## config.mk

```make
export PLATFORM = sky130hd
export DESIGN_NAME = mpsr_top
export DESIGN_NICKNAME = d
export VERILOG_FILES = /design/src/mpsr_pkg.sv /design/src/mpsr_top.sv
export SDC_FILE = /design/constraint.sdc
export NUM_CORES = 1
export LEC_CHECK = 0
export ABC_AREA = 1
export ABC_CLOCK_PERIOD_IN_PS = 1700
export BUFFER_PORTS_ARGS = -buffer_cell sky130_fd_sc_hd__buf_2
export CORE_UTILIZATION = 51
export CTS_CLUSTER_DIAMETER = 60
export DETAILED_ROUTE_END_ITERATION = 10
export PLACE_DENSITY_LB_ADDON = 0.12
export SLEW_MARGIN = 20
export SYNTH_ARGS = -nofsm -noshare
export SYNTH_HDL_FRONTEND = slang
export SYNTH_SLANG_ARGS = --single-unit
```

## constraint.sdc

```tcl
create_clock -name REF_CLK -period 1.7 [get_ports REF_CLK]
set_input_delay 0.34 -clock REF_CLK [delete_from_list [all_inputs] [get_ports REF_CLK]]
set_output_delay 0.34 -clock REF_CLK [all_outputs]
set_load 0.005 [all_outputs]
```

## src/mpsr_pkg.sv

```systemverilog
// Purpose: Constants and types for the modem pump status register bank.
// Assumes: 8-bit host register bus with 3-bit register select.
// Notes: Overview below lists the behaviour kept by the bank.
// Overview of operation
// - Bit 0 high while in reset state
// - Bit 0 clears when reset cycle ends
// - Carrier flag set on entering data mode
// - Carrier flag clears on retrain or no signal
// - Line signal pin is inverted carrier flag
// - Carrier flag cleared by reset or standby
// - Retrain flag set only in 2400 mode
// - Busy set when sending with send request
// - Busy holds until send request drops and internal buffers drain
// - Busy also set while dialing digits
// - Busy cleared by reset or standby
// - Memory done flag set after RAM request
// - Rx ready set on new parallel octet
// - Host read of data clears rx ready
// - Tx taken set on consumed parallel octet
// - Host write of data clears tx taken
// - After reset rx ready one, others zero
// - Irq is OR of enabled three flags
// - Path select chooses parallel or serial
// - Send request is bit OR pin
`default_nettype none
package mpsr_pkg;
  localparam logic [2:0] ADDR_RAM_LO = 3'h0;
  localparam logic [2:0] ADDR_RAM_HI = 3'h1;
  localparam logic [2:0] ADDR_RAM_ADR = 3'h2;
  localparam logic [2:0] ADDR_DATA = 3'h3;
  localparam logic [2:0] ADDR_CTRL = 3'h4;
  localparam logic [2:0] ADDR_STATUS = 3'h5;
  localparam logic [2:0] ADDR_FRAME = 3'h7;
  // Control register field positions
  localparam int CTRL_RAM_AHI = 0;
  localparam int CTRL_RAM_REQ = 1;
  localparam int CTRL_RAM_WR = 2;
  localparam int CTRL_SEND_REQ = 3;
  localparam int CTRL_PAR_SEL = 4;
  localparam int CTRL_MEM_IE = 5;
  localparam int CTRL_RX_IE = 6;
  localparam int CTRL_TX_IE = 7;
  localparam logic [7:0] CTRL_RESET = 8'h00;
  localparam logic [7:0] STATUS_AFTER_INIT = 8'h40;
  localparam logic [7:0] FRAME_RESET = 8'h00;
  localparam logic [7:0] FRAME_WR_MASK = 8'h07;
  // Internal reset cycle length
  localparam int INIT_TIME_NS = 1000;
  localparam int CLK_PERIOD_NS = 10;
  localparam int INIT_CYCLES = (INIT_TIME_NS + CLK_PERIOD_NS - 1) / CLK_PERIOD_NS;
  typedef struct packed {
    logic tx_octet_taken;
    logic rx_octet_ready;
    logic mem_access_done;
    logic pump_transmitting;
    logic reserved;
    logic retrain_seen;
    logic carrier_present_flag;
    logic init_cycle_active;
  } mpsr_status_s;
  typedef struct packed {
    logic data_mode_ready;
    logic retrain_active;
    logic signal_lost;
    logic retrain_request;
    logic mode_2400;
    logic tx_data_started;
    logic tx_buffers_empty;
    logic dialing;
    logic frame_mode;
    logic standby;
  } mpsr_pump_s;
  typedef enum logic [1:0] {MPSR_INIT, MPSR_RUN} mpsr_state_e;
endpackage
`default_nettype wire

```

## src/mpsr_top.sv

```systemverilog
// Purpose: Host status register bank of a modem data pump.
// Assumes: Host bus strobes are one-cycle pulses synchronous to REF_CLK.
// Notes: Reads are registered; RD_DATA is valid the cycle after RD_STB.
`default_nettype none
module mpsr_top #(
  parameter int INIT_CYCLES = mpsr_pkg::INIT_CYCLES
) (
  input wire logic REF_CLK,
  input wire logic RESET_N,
  input wire logic [2:0] ADDR,
  input wire logic RD_STB,
  input wire logic WR_STB,
  input wire logic [7:0] WR_DATA,
  output logic [7:0] RD_DATA,
  input wire logic RTS_PIN,
  input wire mpsr_pkg::mpsr_pump_s PUMP,
  input wire logic RX_OCTET_STB,
  input wire logic [7:0] RX_OCTET,
  input wire logic TX_OCTET_STB,
  output logic [7:0] TX_OCTET,
  input wire logic MEM_DONE_STB,
  input wire logic [15:0] MEM_RD_DATA,
  output logic [8:0] MEM_ADDR,
  output logic [15:0] MEM_WR_DATA,
  output logic MEM_WR,
  output logic MEM_REQ,
  output logic SEND_REQUEST,
  output logic PARALLEL_MODE,
  output logic LINE_SIGNAL_OUT_N,
  output logic HOST_IRQ_OUT
);
  mpsr_pkg::mpsr_status_s status;
  mpsr_pkg::mpsr_state_e state;
  logic [7:0] ctrl;
  logic [7:0] ram_lo;
  logic [7:0] ram_hi;
  logic [7:0] ram_adr;
  logic [7:0] par_data;
  logic [7:0] frame;
  logic [$clog2(INIT_CYCLES+1)-1:0] init_cnt;
  logic running;
  logic rd_data_reg;
  logic wr_data_reg;
  logic par_sel;

  function automatic logic hit(input logic [2:0] a, input logic [2:0] r);
    hit = (a == r);
  endfunction

  assign running = (state == mpsr_pkg::MPSR_RUN);
  assign rd_data_reg = RD_STB && hit(ADDR, mpsr_pkg::ADDR_DATA);
  assign wr_data_reg = WR_STB && hit(ADDR, mpsr_pkg::ADDR_DATA);
  assign par_sel = ctrl[mpsr_pkg::CTRL_PAR_SEL];

  // Internal reset cycle
  always_ff @(posedge REF_CLK or negedge RESET_N) begin
    if (!RESET_N) begin
      state <= mpsr_pkg::MPSR_INIT;
      init_cnt <= '0;
    end else begin
      case (state)
        mpsr_pkg::MPSR_INIT: begin
          if (init_cnt == ($clog2(INIT_CYCLES+1))'(INIT_CYCLES - 1)) begin
            state <= mpsr_pkg::MPSR_RUN;
          end else begin
            init_cnt <= init_cnt + 1'b1;
          end
        end
        mpsr_pkg::MPSR_RUN: state <= mpsr_pkg::MPSR_RUN;
        default: state <= mpsr_pkg::MPSR_INIT;
      endcase
    end
  end

  always_ff @(posedge REF_CLK or negedge RESET_N) begin
    if (!RESET_N) begin
      status.init_cycle_active <= 1'b1;
    end else begin
      // Held one cycle into run so that cycle can raise rx ready
      status.init_cycle_active <= !running;
    end
  end
  assign status.reserved = 1'b0;

  // Carrier flag: standby and retrain beat data mode entry
  always_ff @(posedge REF_CLK or negedge RESET_N) begin
    if (!RESET_N) begin
      status.carrier_present_flag <= 1'b0;
    end else if (!running || PUMP.standby) begin
      status.carrier_present_flag <= 1'b0;
    end else if (PUMP.retrain_active || PUMP.signal_lost) begin
      status.carrier_present_flag <= 1'b0;
    end else if (PUMP.data_mode_ready) begin
      status.carrier_present_flag <= 1'b1;
    end
  end
  assign LINE_SIGNAL_OUT_N = !status.carrier_present_flag;

  always_ff @(posedge REF_CLK or negedge RESET_N) begin
    if (!RESET_N) begin
      status.retrain_seen <= 1'b0;
    end else if (!running || PUMP.standby || !PUMP.mode_2400) begin
      status.retrain_seen <= 1'b0;
    end else if (PUMP.retrain_request) begin
      status.retrain_seen <= 1'b1;
    end
  end

  // Busy; meaningless in frame mode, so left unqualified by it
  assign SEND_REQUEST = ctrl[mpsr_pkg::CTRL_SEND_REQ] || RTS_PIN;
  always_ff @(posedge REF_CLK or negedge RESET_N) begin
    if (!RESET_N) begin
      status.pump_transmitting <= 1'b0;
    end else if (!running || PUMP.standby) begin
      status.pump_transmitting <= 1'b0;
    end else if (PUMP.dialing || (PUMP.tx_data_started && SEND_REQUEST)) begin
      status.pump_transmitting <= 1'b1;
    end else if (!SEND_REQUEST && PUMP.tx_buffers_empty) begin
      status.pump_transmitting <= 1'b0;
    end
  end

  // Event flags: set wins over clear in the same cycle
  always_ff @(posedge REF_CLK or negedge RESET_N) begin
    if (!RESET_N) begin
      status.mem_access_done <= 1'b0;
    end else if (!running) begin
      status.mem_access_done <= 1'b0;
    end else if (MEM_DONE_STB) begin
      status.mem_access_done <= 1'b1;
    end else if (WR_STB && hit(ADDR, mpsr_pkg::ADDR_CTRL) &&
                 WR_DATA[mpsr_pkg::CTRL_RAM_REQ]) begin
      status.mem_access_done <= 1'b0;
    end
  end

  always_ff @(posedge REF_CLK or negedge RESET_N) begin
    if (!RESET_N) begin
      status.rx_octet_ready <= 1'b0;
    end else if (!running) begin
      status.rx_octet_ready <= 1'b0;
    end else if (state == mpsr_pkg::MPSR_RUN && status.init_cycle_active) begin
      status.rx_octet_ready <= 1'b1;
    end else if (RX_OCTET_STB && par_sel) begin
      status.rx_octet_ready <= 1'b1;
    end else if (rd_data_reg) begin
      status.rx_octet_ready <= 1'b0;
    end
  end

  always_ff @(posedge REF_CLK or negedge RESET_N) begin
    if (!RESET_N) begin
      status.tx_octet_taken <= 1'b0;
    end else if (!running) begin
      status.tx_octet_taken <= 1'b0;
    end else if (TX_OCTET_STB && par_sel) begin
      status.tx_octet_taken <= 1'b1;
    end else if (wr_data_reg) begin
      status.tx_octet_taken <= 1'b0;
    end
  end

  assign HOST_IRQ_OUT = (status.mem_access_done && ctrl[mpsr_pkg::CTRL_MEM_IE]) ||
    (status.rx_octet_ready && ctrl[mpsr_pkg::CTRL_RX_IE]) ||
    (status.tx_octet_taken && ctrl[mpsr_pkg::CTRL_TX_IE]);

  // Control register; pump clears the request when done
  always_ff @(posedge REF_CLK or negedge RESET_N) begin
    if (!RESET_N) begin
      ctrl <= mpsr_pkg::CTRL_RESET;
    end else if (!running) begin
      ctrl <= mpsr_pkg::CTRL_RESET;
    end else if (WR_STB && hit(ADDR, mpsr_pkg::ADDR_CTRL)) begin
      ctrl <= WR_DATA;
    end else if (MEM_DONE_STB) begin
      ctrl[mpsr_pkg::CTRL_RAM_REQ] <= 1'b0;
    end
  end
  assign PARALLEL_MODE = par_sel;
  assign MEM_REQ = ctrl[mpsr_pkg::CTRL_RAM_REQ];
  assign MEM_WR = ctrl[mpsr_pkg::CTRL_RAM_WR];
  assign MEM_ADDR = {ctrl[mpsr_pkg::CTRL_RAM_AHI], ram_adr};
  assign MEM_WR_DATA = {ram_hi, ram_lo};

  always_ff @(posedge REF_CLK or negedge RESET_N) begin
    if (!RESET_N) begin
      ram_lo <= 8'h00;
      ram_hi <= 8'h00;
      ram_adr <= 8'h00;
    end else if (MEM_DONE_STB && !MEM_WR) begin
      ram_lo <= MEM_RD_DATA[7:0];
      ram_hi <= MEM_RD_DATA[15:8];
    end else if (WR_STB) begin
      if (hit(ADDR, mpsr_pkg::ADDR_RAM_LO)) ram_lo <= WR_DATA;
      if (hit(ADDR, mpsr_pkg::ADDR_RAM_HI)) ram_hi <= WR_DATA;
      if (hit(ADDR, mpsr_pkg::ADDR_RAM_ADR)) ram_adr <= WR_DATA;
    end
  end

  // Parallel data: receive overwrites a pending host byte
  always_ff @(posedge REF_CLK or negedge RESET_N) begin
    if (!RESET_N) begin
      par_data <= 8'h00;
    end else if (RX_OCTET_STB && par_sel) begin
      par_data <= RX_OCTET;
    end else if (wr_data_reg) begin
      par_data <= WR_DATA;
    end
  end
  assign TX_OCTET = par_data;

  always_ff @(posedge REF_CLK or negedge RESET_N) begin
    if (!RESET_N) begin
      frame <= mpsr_pkg::FRAME_RESET;
    end else if (!running || PUMP.standby) begin
      frame <= mpsr_pkg::FRAME_RESET;
    end else if (WR_STB && hit(ADDR, mpsr_pkg::ADDR_FRAME)) begin
      frame <= WR_DATA & mpsr_pkg::FRAME_WR_MASK;
    end
  end

  // Status register itself is read-only: no write path exists
  always_ff @(posedge REF_CLK or negedge RESET_N) begin
    if (!RESET_N) begin
      RD_DATA <= 8'h00;
    end else if (RD_STB) begin
      case (ADDR)
        mpsr_pkg::ADDR_RAM_LO: RD_DATA <= ram_lo;
        mpsr_pkg::ADDR_RAM_HI: RD_DATA <= ram_hi;
        mpsr_pkg::ADDR_DATA: RD_DATA <= par_data;
        mpsr_pkg::ADDR_CTRL: RD_DATA <= ctrl;
        mpsr_pkg::ADDR_STATUS: RD_DATA <= status;
        mpsr_pkg::ADDR_FRAME: RD_DATA <= frame;
        default: RD_DATA <= 8'h00;
      endcase
    end
  end
endmodule
`default_nettype wire

```

==> reports/qor.yml <==
clock_tree:
  post_cts_buffers: 0
  root_buffer: "clkbuf_8"
  clkSinkCount: 66
  clk_latency_ns: 0.33
  cts_tree: "built"
  cts_resized: 0
  numCtsBuffers: 9
  clkSlewWorstSetupHoldPaths_ns: 0.07
  ctsHoldBuffers: 0
  cts_buffer_depth: 2
  htree_levels: 3
pwr:
  total_leakage_power_nw: 2.190
  combPwrFrac_pct: 15.8
  p_total_w: 0.003514
  power_density_nw_per_um2: 863.9
  vdd_drop_max_uv: 809.0
  seqPwrFrac_pct: 51.4
  clock_power_share_pct: 32.8
  switchingPower_w: 0.0009944
  power.internal_w: 0.002520
  swShare_pct: 28.30
routing:
  vias: 3252
  first_pass_iters: 5
  drc: 0
  drt_iter0_markers: 183
  viasPerCell: 5.366
  wl_per_cell_um: 14.58
  wirelength_um: 8834
  postRouteAntennaNets: 0
placement:
  portBuffers: 98
  dp.final_hpwl_um: 6574
  place_congestion: 0.8310
run:
  drv_cap: 0
worst_setup_path:
  end_kind: "output pin"
  crit_arrival_ns: 1.08
  r2r_setup_slack_ns: 0.29
  cp-start-kind: "register"
  crit_buf_inv: 2
  crit_cells: 3
  criticalPathCategory: "reg -> out"
  cp_top_family: "flip-flops"
  worst_r2r_path_depth: 8
  cp.required_ns: 1.36
  cpMaxStageDelayCell: "dfrtp_1"
  r2r-end: "init_cnt[5]"
  cp_max_fo: 3
  cpPeakStageDelay_ns: 0.42
  path_cells: "nor2_1 -> inv_1 -> buf_2"
  worstReg2RegStart: "init_cnt[0]"
layout:
  layout-drive-gt1-share_pct: 25.80
  final_common_cell: "nand2_1"
  fillers: 562
  layout_common_cells: "144 x nand2_1, 98 x buf_2, 65 x dfrtp_1"
  syn2layout_area_growth_pct: 23.38
  antennaDiodeCount: 0
  final_nets: 580
global_route:
  grt-ovfl-total: 0
  grt_util_all_layers_pct: 27.36
  grt_pass1_wl_um: 13760
  antenna_found_initial: 0
  grt_max_degree: 67
  grt_pass1_vias: 2915
sta:
  hold_viol_final: 0
  tightest_slew_ns: 0.4175
  slew_viol_final: 0
  timing.fmax_mhz: 702.3
  slew-limit-headroom_pct: 72.07
  grt_setup_unrepaired: "no"
  finalSetupTns_ns: 0
  setup_viol: 0
  finClkSkew_ns: 0.009930
  period_minus_slack_ns: 1.424
  finalCritPeriodShare_pct: 83.76
synth:
  synth_cells: 420
  syn_area_um2: 3297
  ys.warnings.count: 0
  synth_cell_types: 29
  synthTopCellsByArea: "dfrtp_1 49%, nand2_1 16%, nand3_1 8.3%"
  synth_seq_cells: 66
  synth_top_area_share_pct: 49.34
  syn_avg_cell_area_um2: 7.850
  yosysSeqAreaShare_pct: 50.13
  synth_nets: 474
  yosys.area.top_type: "dfrtp_1"
die:
  io_pins: 100
  initial_core_util_pct: 54.40
  core_um2: 6061
  rows: 28
  dieHeight_um: 82.40
  die_w_um: 82.40
  die-area_um2: 6790
min_path:
  min_path_type: "in -> async"
status:
  status: "finished, final reports clean"
cell type report:
cell class	instances	area [um2]	share of cell area, %
well taps	75	93.84	2.307
flip-flops and latches	66	1653	40.63
inverters	31	116.4	2.861
clock inverters	2	12.51	0.3076
multi-input cells	305	1424	35.00
repair buffers	113	615.6	15.13
clock buffers	14	152.6	3.753
synth_stat cells:
cell / count
nand2_1: 144
dfrtp_1: 65
nand3_1: 55
inv_1: 26
nor2_1: 26
nand4_1: 21
o21ai_1: 16
buf_2: 8
o21ai_0: 8
a31oi_1: 7
a21oi_1: 6
o31ai_1: 6
clkbuf_1: 4
inv_2: 4
buf_4: 3
nor2_4: 3
buf_6: 2
nor2_2: 2
nor3_1: 2
xnor2_1: 2
xor2_1: 2
buf_1: 1
clkinv_1: 1
dfstp_2: 1
ha_1: 1
nand2_2: 1
nor3_4: 1
nor4_1: 1
o211ai_1: 1
routing by layer:
metal | vias to the layer above | routed length, um | track usage, %
li1 | 1607 | - | -
met1 | 1496 | 3992 | 37.29
met2 | 135 | 4028 | 43.64
met3 | 14 | 640 | 6.154
met4 | 0 | 172 | 7.895
met5 | - | 0 | 0
worst register-to-register path, delay by kind of cell (launching register included):
family | cells | cell delay (ns)
buffers and inverters | 2 | 0.17
AOI/OAI and AO/OA | 1 | 0.07
and+or+nand+nor | 4 | 0.44
adders and majority gates | 1 | 0.19
DFF | 1 | 0.42
cells by family (layout without fill, tap and decap cells):
logic type | after synthesis | count (layout) | share of synthesized area (%)
flops | 66 | 66 | 50.13
compound gates | 44 | 44 | 7.476
fa+ha+maj | 1 | 1 | 0.3794
simple gates | 256 | 256 | 34.27
buf+inv | 49 | 160 | 6.679
xor+xnor | 4 | 4 | 1.063
how the worst max path moves through the flow:
| stage | startpoint | endpoint | slack (ns) |
|---|---|---|---|
| 2_1_floorplan | ADDR[1] | ram_hi[2] | 0.40 |
| 3_3_place_gp | ADDR[2] | TX_OCTET[3] | 0.24 |
| 3_5_place_dp | ADDR[2] | TX_OCTET[3] | 0.18 |
| 4_1_cts | init_cnt[0] | init_cnt[5] | 0.26 |
| 5_1_grt | init_cnt[0] | init_cnt[5] | 0.1 |
| 6_report | ctrl[3] | SEND_REQUEST | 0.28 |
power groups by stage:
stage / clock network [W] / logic [W] / registers [W]
floorplan: 0 / 0.000246 / 0.00183
CTS: 0.00116 / 0.000561 / 0.00180
global placement: 0 / 0.000549 / 0.00183
detailed placement: 0 / 0.000560 / 0.00183
global route: 0.00123 / 0.000631 / 0.00182
finish: 0.00115 / 0.000556 / 0.00181
flip-flops by register name, indices dropped and copies added (netlist names):
signal and flops:
RD_DATA 8, TX_OCTET 8, ctrl 8, ram_adr 8, ram_hi 8, ram_lo 8
init_cnt 7, status 7, frame 3, state 1
stage by stage:
step	util [%]	cells	setup slack (ns)	hold slack [ns]	cell area [um2]
final	67.11	606	0.2760	0.01255	4068
after global routing	67.11	606	0.09862	0.04624	4068
after detailed placement	64.39	590	0.1834	0.3913	3902
after CTS	67.11	606	0.2619	0.03495	4068
after global placement	64.39	590	0.2383	0.3841	3902
after floorplan	-	420	0.4002	0.04441	3297
No activity file was read; power rests on OpenSTA's default activity.
